$ cat src/core/mbsp_defs.vh
// register offsets, field positions and reset values for the serial port
`ifndef MBSP_DEFS_VH
`define MBSP_DEFS_VH
// ======================================================
// register offsets (word index on the peripheral bus)
`define MBSP_A_RX_UPPER 5'h00
`define MBSP_A_RX_LOWER 5'h01
`define MBSP_A_TX_UPPER 5'h02
`define MBSP_A_TX_LOWER 5'h03
`define MBSP_A_PORT_CTL_B 5'h04
`define MBSP_A_PORT_CTL_A 5'h05
`define MBSP_A_RX_CTL_B 5'h06
`define MBSP_A_RX_CTL_A 5'h07
`define MBSP_A_TX_CTL_B 5'h08
`define MBSP_A_TX_CTL_A 5'h09
`define MBSP_A_RATE_B 5'h0a
`define MBSP_A_RATE_A 5'h0b
`define MBSP_A_MCH_CTL_B 5'h0c
`define MBSP_A_MCH_CTL_A 5'h0d
`define MBSP_A_RX_CHEN_A 5'h0e
`define MBSP_A_RX_CHEN_B 5'h0f
`define MBSP_A_TX_CHEN_A 5'h10
`define MBSP_A_TX_CHEN_B 5'h11
`define MBSP_A_PIN_CTL 5'h12
`define MBSP_A_RX_CHEN_C 5'h13
`define MBSP_A_RX_CHEN_D 5'h14
`define MBSP_A_TX_CHEN_C 5'h15
`define MBSP_A_TX_CHEN_D 5'h16
`define MBSP_NREGS 23
`define MBSP_RESET_VAL 16'h0000
// ======================================================
// field positions
// port_control_a: bit 0 receiver enable, bit 1 fifo mode
`define MBSP_B_RX_EN 0
`define MBSP_B_FIFO_MODE 1
// port_control_b: bit 0 transmitter enable, bit 1 rx ready, bit 2 tx ready
`define MBSP_B_TX_EN 0
`define MBSP_B_RX_RDY 1
`define MBSP_B_TX_RDY 2
// rx/tx control_a: word length code [7:5], lsb-first bit 4
`define MBSP_F_WLEN_HI 7
`define MBSP_F_WLEN_LO 5
`define MBSP_B_LSB_FIRST 4
// pin_control bits
`define MBSP_B_RX_CLK_POL 0
`define MBSP_B_TX_CLK_POL 1
`define MBSP_B_RX_FS_POL 2
`define MBSP_B_TX_FS_POL 3
`define MBSP_B_RX_CLK_INT 8
`define MBSP_B_TX_CLK_INT 9
// rate_generator_b: source select [13:12]
`define MBSP_F_SRC_HI 13
`define MBSP_F_SRC_LO 12
`define MBSP_SRC_PERIPH 2'h0
`define MBSP_SRC_TXCLK 2'h1
`define MBSP_SRC_RXCLK 2'h2
// multichannel_control_a bit 0 rx multichannel, _b bit 0 tx multichannel
`define MBSP_B_MCH_EN 0
`endif

$ cat src/core/mbsp_fifo.v
// parameterised synchronous fifo with valid/ready on both sides
`timescale 1ns/1ps
module mbsp_fifo #(
	parameter WIDTH = 32,
	parameter DEPTH = 8,
	parameter AW = 3
) (
	input wire i_ref_clk,
	input wire i_nrst,
	input wire i_clr,
	input wire i_in_valid,
	output wire o_in_ready,
	input wire [WIDTH-1:0] i_in_data,
	output wire o_out_valid,
	input wire i_out_ready,
	output wire [WIDTH-1:0] o_out_data
);
	reg [WIDTH-1:0] mem [0:DEPTH-1];
	reg [AW-1:0] wr_r;
	reg [AW-1:0] rd_r;
	reg [AW:0] cnt_r;
	wire push;
	wire pop;
	assign o_in_ready = (cnt_r != DEPTH[AW:0]);
	assign o_out_valid = (cnt_r != {(AW+1){1'b0}});
	assign o_out_data = mem[rd_r];
	assign push = i_in_valid & o_in_ready;
	assign pop = o_out_valid & i_out_ready;
	always @(posedge i_ref_clk)
	begin
		if (!i_nrst || i_clr)
		begin
			wr_r <= {AW{1'b0}};
			rd_r <= {AW{1'b0}};
			cnt_r <= {(AW+1){1'b0}};
		end
		else
		begin
			if (push)
			begin
				mem[wr_r] <= i_in_data;
				wr_r <= (wr_r == DEPTH[AW-1:0] - 1'b1) ? {AW{1'b0}} :
					wr_r + 1'b1;
			end
			if (pop)
				rd_r <= (rd_r == DEPTH[AW-1:0] - 1'b1) ? {AW{1'b0}} :
					rd_r + 1'b1;
			if (push && !pop)
				cnt_r <= cnt_r + 1'b1;
			else if (pop && !push)
				cnt_r <= cnt_r - 1'b1;
		end
	end
endmodule // mbsp_fifo

$ cat src/core/mbsp_port.v
// buffered serial port core: registers, rate generator, rx and tx shifters
// ======================================================
// Notes on behaviour
// - receiver and transmitter run at the same time, independently.
// - each direction has a buffer stage ahead of its shift register.
// - receive and transmit have separate frame sync and shift clock.
// - each shift clock is external or internally generated, per bit.
// - word lengths 8, 12, 16, 20, 24, 32 selectable per direction.
// - 8-bit words shift lsb first or msb first as configured.
// - frame sync and clock polarity are programmable.
// - generated clock is source clock over one plus divider; source selectable.
// - transmit path has sixteen-word buffering (two 16-bit halves).
// - receive path has sixteen-word buffering (two 16-bit halves).
// - in fifo mode data addresses map to fifo tops.
// - fifo pointers advance by order of upper/lower access.
// - upper access alone never moves pointers; lower access does.
// - separate rx and tx channel enable partitions pick active slots.
// - every register reads zero after reset except port_control_b, whose tx ready bit reads one.
`timescale 1ns/1ps
`include "mbsp_defs.vh"
module mbsp_port #(
	parameter FIFO_DEPTH = 16,
	parameter FIFO_AW = 4
) (
	input wire i_ref_clk,
	input wire i_nrst,
	input wire [4:0] i_addr,
	input wire i_rd,
	input wire i_wr,
	input wire [15:0] i_wdata,
	output reg [15:0] o_rdata,
	input wire i_ext_rx_clk,
	input wire i_ext_tx_clk,
	input wire i_rx_fs,
	input wire i_tx_fs,
	input wire i_rx_data,
	output reg o_tx_data,
	output reg o_tx_data_oe,
	output reg o_port_clk
);
	// ======================================================
	// register file
	reg [15:0] regs_r [0:`MBSP_NREGS-1];
	reg [15:0] tx_upper_r;
	reg [31:0] rx_buf_r;
	reg rx_full_r;
	reg [15:0] rx_upper_r;
	reg [31:0] tx_buf_r;
	reg tx_full_r;
	integer k;
	wire [15:0] pca = regs_r[`MBSP_A_PORT_CTL_A];
	wire [15:0] pcb = regs_r[`MBSP_A_PORT_CTL_B];
	wire [15:0] pin = regs_r[`MBSP_A_PIN_CTL];
	wire [15:0] rga = regs_r[`MBSP_A_RATE_A];
	wire [15:0] rgb = regs_r[`MBSP_A_RATE_B];
	wire fifo_mode = pca[`MBSP_B_FIFO_MODE];
	wire rx_en = pca[`MBSP_B_RX_EN];
	wire tx_en = pcb[`MBSP_B_TX_EN];
	wire [2:0] rx_wcode =
		regs_r[`MBSP_A_RX_CTL_A][`MBSP_F_WLEN_HI:`MBSP_F_WLEN_LO];
	wire [2:0] tx_wcode =
		regs_r[`MBSP_A_TX_CTL_A][`MBSP_F_WLEN_HI:`MBSP_F_WLEN_LO];

	// word length code to bit count: 8,12,16,20,24,32
	function [5:0] wlen;
		input [2:0] code;
		begin
			case (code)
				3'h0: wlen = 6'd8;
				3'h1: wlen = 6'd12;
				3'h2: wlen = 6'd16;
				3'h3: wlen = 6'd20;
				3'h4: wlen = 6'd24;
				default: wlen = 6'd32;
			endcase
		end
	endfunction

	// reverse the low byte for lsb-first 8-bit words
	function [31:0] bitrev8;
		input [31:0] w;
		integer j;
		begin
			bitrev8 = w;
			for (j = 0; j < 8; j = j + 1)
				bitrev8[j] = w[7-j];
		end
	endfunction

	wire [5:0] rx_bits = wlen(rx_wcode);
	wire [5:0] tx_bits = wlen(tx_wcode);

	// ======================================================
	// rate generator
	reg [7:0] div_cnt_r;
	reg src_d_r;
	reg src_edge;
	reg generated_port_clock_tick;
	always @*
	begin
		case (rgb[`MBSP_F_SRC_HI:`MBSP_F_SRC_LO])
			`MBSP_SRC_TXCLK: src_edge = i_ext_tx_clk & ~src_d_r;
			`MBSP_SRC_RXCLK: src_edge = i_ext_rx_clk & ~src_d_r;
			default: src_edge = 1'b1;
		endcase
		generated_port_clock_tick = src_edge && (div_cnt_r == rga[7:0]);
	end
	wire src_lvl = (rgb[`MBSP_F_SRC_HI:`MBSP_F_SRC_LO] == `MBSP_SRC_TXCLK) ?
		i_ext_tx_clk : i_ext_rx_clk;

	// external clock edges, with programmable polarity
	reg rx_clk_d_r;
	reg tx_clk_d_r;
	wire rx_clk_pol = i_ext_rx_clk ^ pin[`MBSP_B_RX_CLK_POL];
	wire tx_clk_pol = i_ext_tx_clk ^ pin[`MBSP_B_TX_CLK_POL];
	wire rx_tick = pin[`MBSP_B_RX_CLK_INT] ? generated_port_clock_tick :
		(rx_clk_pol & ~rx_clk_d_r);
	wire tx_tick = pin[`MBSP_B_TX_CLK_INT] ? generated_port_clock_tick :
		(tx_clk_pol & ~tx_clk_d_r);
	wire rx_fs = i_rx_fs ^ pin[`MBSP_B_RX_FS_POL];
	wire tx_fs = i_tx_fs ^ pin[`MBSP_B_TX_FS_POL];

	always @(posedge i_ref_clk)
	begin
		if (!i_nrst)
		begin
			div_cnt_r <= 8'h00;
			src_d_r <= 1'b0;
			rx_clk_d_r <= 1'b0;
			tx_clk_d_r <= 1'b0;
			o_port_clk <= 1'b0;
		end
		else
		begin
			src_d_r <= src_lvl;
			rx_clk_d_r <= rx_clk_pol;
			tx_clk_d_r <= tx_clk_pol;
			if (generated_port_clock_tick)
			begin
				div_cnt_r <= 8'h00;
				o_port_clk <= ~o_port_clk;
			end
			else if (src_edge)
				div_cnt_r <= div_cnt_r + 8'h01;
		end
	end

	// ======================================================
	// fifos: 32-bit words, i.e. a pair of 16-bit halves
	wire rxf_in_ready;
	wire rxf_valid;
	wire [31:0] rxf_data;
	wire txf_in_ready;
	wire txf_valid;
	wire [31:0] txf_data;
	wire wr_tx_lo = i_wr && i_addr == `MBSP_A_TX_LOWER;
	wire rd_rx_lo = i_rd && i_addr == `MBSP_A_RX_LOWER;
	wire txf_pop = fifo_mode && !tx_full_r && txf_valid;
	wire rxf_push = fifo_mode && rx_full_r;

	mbsp_fifo #(.WIDTH(32), .DEPTH(FIFO_DEPTH), .AW(FIFO_AW)) u_txf (
		.i_ref_clk(i_ref_clk),
		.i_nrst(i_nrst),
		.i_clr(!fifo_mode),
		.i_in_valid(fifo_mode && wr_tx_lo),
		.o_in_ready(txf_in_ready),
		.i_in_data({tx_upper_r, i_wdata}),
		.o_out_valid(txf_valid),
		.i_out_ready(txf_pop),
		.o_out_data(txf_data)
	);
	mbsp_fifo #(.WIDTH(32), .DEPTH(FIFO_DEPTH), .AW(FIFO_AW)) u_rxf (
		.i_ref_clk(i_ref_clk),
		.i_nrst(i_nrst),
		.i_clr(!fifo_mode),
		.i_in_valid(rxf_push),
		.o_in_ready(rxf_in_ready),
		.i_in_data(rx_buf_r),
		.o_out_valid(rxf_valid),
		.i_out_ready(fifo_mode && rd_rx_lo),
		.o_out_data(rxf_data)
	);

	// ======================================================
	// receiver
	reg [31:0] rx_sh_r;
	reg [5:0] rx_cnt_r;
	reg rx_act_r;
	reg [5:0] rx_slot_r;
	wire [63:0] rx_chen = {regs_r[`MBSP_A_RX_CHEN_D],
		regs_r[`MBSP_A_RX_CHEN_C], regs_r[`MBSP_A_RX_CHEN_B],
		regs_r[`MBSP_A_RX_CHEN_A]};
	wire rx_mch = regs_r[`MBSP_A_MCH_CTL_A][`MBSP_B_MCH_EN];
	wire rx_slot_on = !rx_mch || rx_chen[rx_slot_r];
	wire [31:0] rx_sh_nxt = {rx_sh_r[30:0], i_rx_data};
	wire rx_lsbf = regs_r[`MBSP_A_RX_CTL_A][`MBSP_B_LSB_FIRST] &&
		rx_bits == 6'd8;
	// the word lands on the tick of its last bit, so no extra edge is needed
	wire rx_done = rx_en && rx_act_r && rx_tick && !rx_fs &&
		rx_cnt_r == rx_bits - 6'h01;
	// buffer drained by fifo or by software read of the lower half
	wire rx_drain = fifo_mode ? rxf_in_ready : rd_rx_lo;

	always @(posedge i_ref_clk)
	begin
		if (!i_nrst)
		begin
			rx_sh_r <= 32'h0000_0000;
			rx_cnt_r <= 6'h00;
			rx_act_r <= 1'b0;
			rx_slot_r <= 6'h00;
			rx_buf_r <= 32'h0000_0000;
			rx_full_r <= 1'b0;
		end
		else
		begin
			if (rx_full_r && rx_drain)
				rx_full_r <= 1'b0;
			if (rx_en && rx_tick)
			begin
				if (rx_fs)
				begin
					rx_act_r <= 1'b1;
					rx_cnt_r <= 6'h01;
					rx_slot_r <= 6'h00;
					rx_sh_r <= {31'h0000_0000, i_rx_data};
				end
				else if (rx_act_r)
				begin
					rx_sh_r <= rx_sh_nxt;
					rx_cnt_r <= (rx_cnt_r == rx_bits) ? 6'h01 :
						rx_cnt_r + 6'h01;
				end
			end
			// a completed word in an enabled slot lands in the buffer stage; set wins the clear
			if (rx_done && rx_slot_on)
			begin
				rx_buf_r <= rx_lsbf ? bitrev8(rx_sh_nxt) : rx_sh_nxt;
				rx_full_r <= 1'b1;
			end
			if (rx_done)
				rx_slot_r <= rx_slot_r + 6'h01;
		end
	end

	// ======================================================
	// transmitter
	reg [31:0] tx_sh_r;
	reg [5:0] tx_cnt_r;
	reg [5:0] tx_slot_r;
	wire [63:0] tx_chen = {regs_r[`MBSP_A_TX_CHEN_D],
		regs_r[`MBSP_A_TX_CHEN_C], regs_r[`MBSP_A_TX_CHEN_B],
		regs_r[`MBSP_A_TX_CHEN_A]};
	wire tx_mch = regs_r[`MBSP_A_MCH_CTL_B][`MBSP_B_MCH_EN];
	wire tx_lsbf = regs_r[`MBSP_A_TX_CTL_A][`MBSP_B_LSB_FIRST] &&
		tx_bits == 6'd8;
	wire [31:0] tx_word = tx_lsbf ? bitrev8(tx_buf_r) : tx_buf_r;
	wire [31:0] tx_aligned = tx_word << (6'd32 - tx_bits);
	wire tx_last = tx_cnt_r == 6'h01;
	wire tx_load = tx_en && tx_tick && (tx_fs || (tx_last && tx_slot_r != 0));
	wire tx_next_on = !tx_mch || tx_chen[tx_fs ? 6'h00 : tx_slot_r];

	always @(posedge i_ref_clk)
	begin
		if (!i_nrst)
		begin
			tx_sh_r <= 32'h0000_0000;
			tx_cnt_r <= 6'h00;
			tx_slot_r <= 6'h00;
			tx_buf_r <= 32'h0000_0000;
			tx_full_r <= 1'b0;
			tx_upper_r <= 16'h0000;
			o_tx_data <= 1'b0;
			o_tx_data_oe <= 1'b0;
		end
		else
		begin
			if (i_wr && i_addr == `MBSP_A_TX_UPPER)
				tx_upper_r <= i_wdata;
			if (!fifo_mode && wr_tx_lo)
			begin
				tx_buf_r <= {tx_upper_r, i_wdata};
				tx_full_r <= 1'b1;
			end
			else if (txf_pop)
			begin
				tx_buf_r <= txf_data;
				tx_full_r <= 1'b1;
			end
			if (tx_en && tx_tick)
			begin
				if (tx_load)
				begin
					// empty slot or disabled channel: line released
					o_tx_data_oe <= tx_next_on && tx_full_r;
					o_tx_data <= tx_aligned[31];
					tx_sh_r <= {tx_aligned[30:0], 1'b0};
					tx_cnt_r <= tx_bits;
					tx_slot_r <= tx_fs ? 6'h01 : tx_slot_r + 6'h01;
					if (tx_next_on && !(!fifo_mode && wr_tx_lo))
						tx_full_r <= 1'b0;
				end
				else if (tx_cnt_r > 6'h01)
				begin
					o_tx_data <= tx_sh_r[31];
					tx_sh_r <= {tx_sh_r[30:0], 1'b0};
					tx_cnt_r <= tx_cnt_r - 6'h01;
				end
				else
					o_tx_data_oe <= 1'b0;
			end
		end
	end

	// ======================================================
	// register bus: reads of data registers and control writes
	wire [31:0] rx_src = fifo_mode ? rxf_data : rx_buf_r;
	always @(posedge i_ref_clk)
	begin
		if (!i_nrst)
		begin
			for (k = 0; k < `MBSP_NREGS; k = k + 1)
				regs_r[k] <= `MBSP_RESET_VAL;
			rx_upper_r <= 16'h0000;
			o_rdata <= 16'h0000;
		end
		else
		begin
			if (i_wr && i_addr >= `MBSP_A_PORT_CTL_B &&
				i_addr <= `MBSP_A_TX_CHEN_D)
				regs_r[i_addr] <= i_wdata;
			// status bits are reflected into port_control_b
			regs_r[`MBSP_A_PORT_CTL_B][`MBSP_B_RX_RDY] <=
				fifo_mode ? rxf_valid : rx_full_r;
			regs_r[`MBSP_A_PORT_CTL_B][`MBSP_B_TX_RDY] <=
				fifo_mode ? txf_in_ready : !tx_full_r;
			// upper read latches the upper half in rx_upper_r; the lower read takes rx_src directly
			if (i_rd && i_addr == `MBSP_A_RX_UPPER)
				rx_upper_r <= rx_src[31:16];
			if (i_rd)
			begin
				case (i_addr)
					`MBSP_A_RX_UPPER: o_rdata <= rx_src[31:16];
					`MBSP_A_RX_LOWER: o_rdata <= rx_src[15:0];
					`MBSP_A_TX_UPPER: o_rdata <= 16'h0000;
					`MBSP_A_TX_LOWER: o_rdata <= 16'h0000;
					default: o_rdata <= (i_addr < `MBSP_NREGS) ?
						regs_r[i_addr] : 16'h0000;
				endcase
			end
		end
	end
endmodule // mbsp_port

$ cat config.mk
export PLATFORM = sky130hd
export DESIGN_NAME = mbsp_port
export DESIGN_NICKNAME = d
export VERILOG_FILES = /design/src/core/mbsp_fifo.v /design/src/core/mbsp_port.v
export VERILOG_INCLUDE_DIRS = /design/src /design/src/core
export SDC_FILE = /design/constraint.sdc
export NUM_CORES = 2
export LEC_CHECK = 0
export ABC_AREA = 1
export BUFFER_PORTS_ARGS = -buffer_cell sky130_fd_sc_hd__buf_2
export CAP_MARGIN = 40
export CORE_MARGIN = 2
export CORE_UTILIZATION = 57
export DETAILED_ROUTE_END_ITERATION = 7
export GPL_ROUTABILITY_DRIVEN = 0
export PLACE_DENSITY_LB_ADDON = 0.25
export SYNTH_ARGS = -nofsm -noshare
export SYNTH_HDL_FRONTEND = slang
export SYNTH_SLANG_ARGS = --single-unit
$ cat constraint.sdc
create_clock -name i_ref_clk -period 5.1 [get_ports i_ref_clk]
set_input_delay 0.255 -clock i_ref_clk [delete_from_list [all_inputs] [get_ports i_ref_clk]]
set_output_delay 0.255 -clock i_ref_clk [all_outputs]
set_load 0.02 [all_outputs]
# After elaboration in Yosys (flattened, before gate mapping)

Memories as Yosys holds them, arrays and structs flattened. A register that Yosys moved wholly into a read port is not among the register bits.
Cells that the tools add are included.

Word-level logic and storage cells: 254
Register bits after elaboration: 226
ROM bits: 0
RAM bits: 1392
Bits in latches: 0
Memories: 3

Reductions and logical operators: 68
Div/mod/pow operators: 0
Shift operators: 1
Equal/unequal tests: 28
$lt $le $gt $ge: 6
Multipliers: 0
Bitwise logic cells: 34
Multiplexer cells: 73
Add/subtract/negate cells: 15

Memories:

| name      | depth | bits a word | rd ports | clocked after memory_dff | wr ports | line           | source |
|---|---|---|---|---|---|---|---|
| u_rxf.mem | 16    | 32          | 1        | 1                        | 1        | mbsp_fifo.v:18 | `reg [WIDTH-1:0] mem [0:DEPTH-1];` |
| u_txf.mem | 16    | 32          | 1        | 1                        | 1        | mbsp_fifo.v:18 |  |
| regs_r    | 23    | 16          | 18       | 0                        | 23       | mbsp_port.v:43 | `` reg [15:0] regs_r [0:`MBSP_NREGS-1]; `` |

Operator list:

| operator                                            | number |
|---|---|
| 2-to-1 mux 32 bit                                   | 5 |
| 2-to-1 mux 31 bit                                   | 2 |
| 2-to-1 mux 6 bit                                    | 10 |
| case mux 6 bit (5 select lines)                     | 2 |
| case mux 16 bit (3 select lines)                    | 1 |
| 2-to-1 mux 1 bit                                    | 32 |
| 2-to-1 mux 16 bit                                   | 2 |
| 2-to-1 mux 4 bit                                    | 8 |
| left shift 32 x 6 -> 32 bit                         | 1 |
| logical AND 1 bit                                   | 30 |
| 2-to-1 mux 5 bit                                    | 5 |
| adder 6 x 1 -> 6 bit (second input constant)        | 3 |
| adder 4 x 1 -> 4 bit (second input constant)        | 4 |
| == test 4 bit (second input constant)               | 4 |
| 2-to-1 mux 8 bit                                    | 2 |
| nonzero test 2 bit                                  | 8 |
| OR reduction 16 bit                                 | 1 |
| AND 1 bit                                           | 15 |
| < comparator 6 x 7 -> 1 bit (second input constant) | 2 |
| binary-select mux 1 bit (select 6 bit)              | 2 |
| == test 3 x 2 -> 1 bit (second input constant)      | 4 |
| == test 6 x 4 -> 1 bit (second input constant)      | 2 |
| == test 6 bit                                       | 2 |
| AND reduction 2 bit                                 | 6 |
| 33 further kinds                                    | 72 |

# Logic depth before layout (Yosys ltp)

Word-level depth: 10
Gate-level depth with buffers: 18
Mapped depth without buffers: 18

# Cells and area by module

From an unflattened synthesis, not the netlist that was laid out.

Cell total of the unflattened synthesis: 7087
Area total of the unflattened synthesis: 69153.8 sq um

By module, submodules not included:

| module            | instances | cells each | seq. area each (sq um) | area each (sq um) |
|---|---|---|---|---|
| mbsp_port         | 1         | 2990       | 13573.0                | 24815.0 |
| mbsp_fifo (u_rxf) | 1         | 2048       | 15715.1                | 22177.5 |
| mbsp_fifo (u_txf) | 1         | 2049       | 15715.1                | 22161.3 |

# Worst setup path after synthesis

OpenSTA, ideal clock, no wires.

Kind: in2reg
Start point: input port i_addr[4]
End point: memory u_txf.mem[0][0], enable pin
Buffers on the path: 0
Library setup time: 421 ps
Data arrival time: 2635 ps
Path slack: 2044 ps
Stages: 9
Cells stage by stage: nor2_1 inv_2 nor2_1 inv_2 nor3_1 inv_2 nor2_2 nand3_1 nor2_1

Word-level cells in the longest chain between the ends: 7

Ends and longest elaborated chain:

| what                                   | line            | source |
|---|---|---|
| start: declaration                     | mbsp_port.v:27  | `input wire [4:0] i_addr,` |
| == test 5 x 2 -> 1 bit                 | -               |  |
| logical AND 1 bit (no source line)     | -               |  |
| logical AND 1 bit                      | mbsp_port.v:165 | `.i_in_valid(fifo_mode && wr_tx_lo),` |
| AND 1 bit                              | mbsp_fifo.v:27  | `assign push = i_in_valid & o_in_ready;` |
| named net u_txf.push                   | mbsp_fifo.v:22  | `wire push;` |
| 2-to-1 mux 1 bit                       | mbsp_fifo.v:39  | `if (push)` |
| 2-to-1 mux 1 bit                       | mbsp_fifo.v:31  | `if (!i_nrst \|\| i_clr)` |
| 2-to-1 mux 1 bit (implied by the code) | mbsp_fifo.v:41  | `mem[wr_r] <= i_in_data;` |
| end: declaration                       | mbsp_fifo.v:18  |  |

The timed path passes the listed nets, and every way through them passes these cells.

==> summary by stage <==
Global route
met2 is the most crowded layer. The maximum number of pins on one net before global-route repair is 147. The total routing usage reported by global routing is 0.3080. The number of global-route vias before repair is 44580.

In the global route stage, met3 resource usage came out at 0.05710. The initial antenna violation count is 3. The wire length of the first global-routing pass is 274700 um. The global-route track usage on met1 is 0.4329. The aggregate global routing overflow is 0.

For met2 alone, demand over resource in global routing was 0.4812.

Detailed routing
The first-pass detailed-route iteration total is 8. The detailed router's first-iteration violation count is 6656. The routed layout has 47890 vias. After detailed routing, the number of vias per cell comes to 6.314.

The count of nets left with antenna violations once routing finished came out at 0. After detailed routing, the total wire length is 184600 um. Dividing the detail-routed wire length by the instance count gives 24.34 um. For this run, design rule violations remaining after detail routing come to 0.

Yosys
sky130_fd_sc_hd__edfxtp_1 takes more of the synthesized area than any other cell. The number of warnings issued by yosys is 0. The synthesized instance count is 5980.

The synthesized cell area is 66100 um2. Counting flops with an async set or reset pin after synthesis yields a share of 0. The commonest cells after synthesis are sky130_fd_sc_hd__edfxtp_1, sky130_fd_sc_hd__nor2_1, sky130_fd_sc_hd__nand2_1.

Of the post-synthesis cell area, the dominant cell type holds 0.6096. The share of synthesized area occupied by flip-flops and latches is 0.6808. The number of different library cells used by synthesis comes to 53. By instance count, the leading cell after synthesis is sky130_fd_sc_hd__edfxtp_1. Counting flops and latches in the post-synthesis netlist gives 1577.

The dominant register cell in the synthesized netlist is sky130_fd_sc_hd__edfxtp_1. The average instance in the mapped netlist occupies 11.05 um2. By area the synthesized netlist is led by sky130_fd_sc_hd__edfxtp_1, sky130_fd_sc_hd__dfxtp_1, sky130_fd_sc_hd__nor2_1. Yosys mapped a number of flops with a built-in enable equal to 1342.

Timing
The remaining max-slew budget at the tightest pin is 0.3037. The final critical-path share of the clock period is 0.6906. The largest clock skew in the final design is 48.82 ps. The number of setup violations in the final report is 0. Based on the critical path, the design can be clocked at up to 283.9 MHz. At the pin with the least slew margin, the transition time is 1043 ps. Setup repair after global routing left no endpoint under its margin. The number of hold violations in the final report is 0.

The post-route worst hold slack is 109.0 ps. Once routing completed, OpenROAD measured the worst setup slack at 1578 ps. The max-slew violation count came to 0. Counting I/O delays and the setup requirement, the final critical path takes 3522 ps. The sum of negative setup slack is 0 ps.

Power and ir drop
The overall power after layout is 26.67 mW. The ratio of total power to cell area is 360.6 nW/um2. The worst-case IR drop observed on VDD is 311.7 uV. The leakage power total is 26.79 nW.

Placement
Once detailed placement completed, the half-perimeter wirelength came to 111900 um. The worst setup slack before clock tree synthesis is 1363 ps. The count of input and output buffers is 48.

Clock network
The number of levels the H-tree was split into is 4. The post-CTS setup buffer count is 0. The clock insertion delay at the later pin of the skew report is 800 ps. Counting the buffers created by CTS gives 158. Clock tree synthesis selected as its root buffer the cell sky130_fd_sc_hd__clkbuf_16. Clock-pin slew was measured on the worst setup and hold paths at 70 ps. The CTS tree is built. In this run the deepest clock path goes through 3 buffers.

The hold buffer count at CTS is 21. In this run, post-CTS repair resized a total of 0 instances. The clock drives 1577 sinks.

Floorplanning
The die covers 118700 um2. For this design the top-level I/O count stands at 49. The height of the chip is 344.5 um.

The effective utilization at floorplan is 0.5765. The die boundary width is 344.5 um. The core area is 114700 um2.

The row count is 124.

Worst setup path
The count of cell instances traversed by the critical path is 14. The critical path goes through inv_1 -> nor2_2 -> buf_4 -> inv_1 -> ha_1 -> nand3_1 -> a21oi_1 -> nand2_1 -> o21ai_0 -> nand2_1 -> nand2_1 -> nand2_1 -> nand3_1 -> a31oi_1. The largest individual stage delay along the critical path comes from the cell sky130_fd_sc_hd__inv_1.

The class of the most critical setup path is flip-flop to flip-flop. The launch instance of the worst register-to-register path is regs_r[9][5]$_SDFFCE_PN0P_. Counting cells, the worst reg-to-reg path comes to 14. The critical path data arrival time is 4130 ps. Among the stages of the critical path, the cell type that occurs most often is sky130_fd_sc_hd__nand2_1. The number of buffer and inverter instances along the worst setup path is 3.

The nature of the critical path startpoint is a flip-flop. The slack of the worst reg-to-reg path is 1580 ps. The worst reg2reg path endpoint is tx_sh_r[27]$_SDFFE_PN0P_.

The most critical setup path has its startpoint at regs_r[9][5]$_SDFFCE_PN0P_. The endpoint of the most critical setup path is tx_sh_r[27]$_SDFFE_PN0P_. At the worst endpoint, the required time is 5710 ps. The largest delay contributor family on the critical path is buffers and inverters. In this run the worst path has a maximum fanout of 32. The delay of the slowest cell on the worst path is 640 ps. The endpoint type of the worst setup path is a flip-flop.

Layout
The fill cell instance count of the final layout is 8527. After the last flow step, the layout net total stands at 6008. The end-of-flow core utilization is 0.6451. The area growth from synthesis to final layout is 11.89%. Of the cells placed in the final design, the portion with a size suffix greater than 1 is 0.08531. The number of antenna cells inserted is 0.

Hold path
The path class of the tightest hold or removal check is primary input to flip-flop.

Flow run
Across the run, the number of max-cap violations was 0.

Status
The run finished with clean final reports.
-- sequential cells by signal (all words and copies together) (netlist names), 8 cells and up, named ones only --
name	flops
tx_sh_r	31
div_cnt_r	8
u_txf.mem	512
rx_sh_r	31
tx_upper_r	16
tx_buf_r	32
rx_buf_r	32
u_rxf.mem	512
o_rdata	16
regs_r	320
-- worst min-delay path by stage --
stage | from | end | slack [ps] | depth (start not counted)
after CTS | i_rd | o_rdata[3]$_SDFFE_PN0P_ | 80 | 5
after detailed placement | rx_sh_r[0]$_SDFFE_PN0P_ | rx_sh_r[1]$_SDFFE_PN0P_ | 450 | 2
after global placement | rx_sh_r[0]$_SDFFE_PN0P_ | rx_sh_r[1]$_SDFFE_PN0P_ | 450 | 2
final | i_rd | o_rdata[14]$_SDFFE_PN0P_ | 110 | 5
after global routing | i_rd | o_rdata[7]$_SDFFE_PN0P_ | 140 | 5
after floorplan | i_wdata[0] | regs_r[23][0]$_DFFE_PP_ | 350 | 0
-- worst register-to-register path: stages, from the launching register on --
cell and delay [ps]:
sky130_fd_sc_hd__edfxtp_1 470, sky130_fd_sc_hd__inv_1 150, sky130_fd_sc_hd__nor2_2 40, sky130_fd_sc_hd__buf_4 240, sky130_fd_sc_hd__inv_1 650, sky130_fd_sc_hd__ha_1 280, sky130_fd_sc_hd__nand3_1 420, sky130_fd_sc_hd__a21oi_1 390
sky130_fd_sc_hd__nand2_1 80, sky130_fd_sc_hd__o21ai_0 140, sky130_fd_sc_hd__nand2_1 120, sky130_fd_sc_hd__nand2_1 90, sky130_fd_sc_hd__nand2_1 50, sky130_fd_sc_hd__nand3_1 130, sky130_fd_sc_hd__a31oi_1 100
-- routing by layer --
layer	vias up	share of wire	routed length [um]
met4	4	0.036	6584
met5	-	0.00010	19
met1	23320	0.39	71680
met3	409	0.11	20260
li1	21360	-	-
met2	2801	0.47	86030
-- power breakdown --
group          switching (mW)  total [mW]  internal, mW
sequential              0.119        14.2          14.1
combinational           0.799        1.10         0.302
clock                    4.96        11.4          6.44
total                    5.88        26.7          20.8
-- layout by cell type (no fill, tap or decap), drive strengths merged, types with 4 or more instances in the layout --
| cell type | count |
|---|---|
| edfxtp | 1342 |
| nor2 | 1131 |
| o21ai | 741 |
| nand2 | 687 |
| nand3 | 335 |
| inv | 237 |
| dfxtp | 235 |
| clkbuf | 204 |
| buf | 190 |
| a21oi | 175 |
| o22ai | 131 |
| o221ai | 75 |
| a22oi | 74 |
| clkinv | 69 |
| o32ai | 66 |
| a31oi | 65 |
| mux2i | 58 |
| o211ai | 53 |
| ha | 30 |
| nor3 | 22 |
| dlygate4sd3 | 21 |
| xor2 | 17 |
| nand4 | 17 |
| a22o | 16 |
| conb | 16 |
| xnor2 | 10 |
| or2 | 10 |
| bufinv | 9 |
| o21a | 6 |
| nor3b | 4 |
| a21o | 4 |
-- stage by stage --
stage	area [um2]	std cells
6_report	73960	7584
2_1_floorplan	66160	5995
4_1_cts	73960	7584
3_5_place_dp	68660	7277
3_3_place_gp	67860	7245
5_1_grt	73960	7584
-- area by class of cell --
class | count | area [um2] | area share
inverter | 235 | 894.6 | 0.01210
clock buffer | 204 | 4290 | 0.05801
clock inverter | 82 | 798.3 | 0.01079
sequential | 1577 | 45030 | 0.6088
multi-input combinational | 3763 | 18850 | 0.2549
timing repair buffer | 211 | 2210 | 0.02987
tap | 1512 | 1892 | 0.02558
-- logic make-up after synthesis --
family                     count (synthesis)  share of synthesized area
AOI/OAI and AO/OA                       1417                     0.1259
buffers and inverters                    655                    0.03914
adders and majority gates                 32                   0.006284
muxes                                     58                   0.008783
other                                      1                 0.00005673
and+or+nand+nor                         2213                     0.1355
xor gates and xnor gates                  27                   0.003577
DFF                                     1577                     0.6808
(Power assumes the default switching activity.)
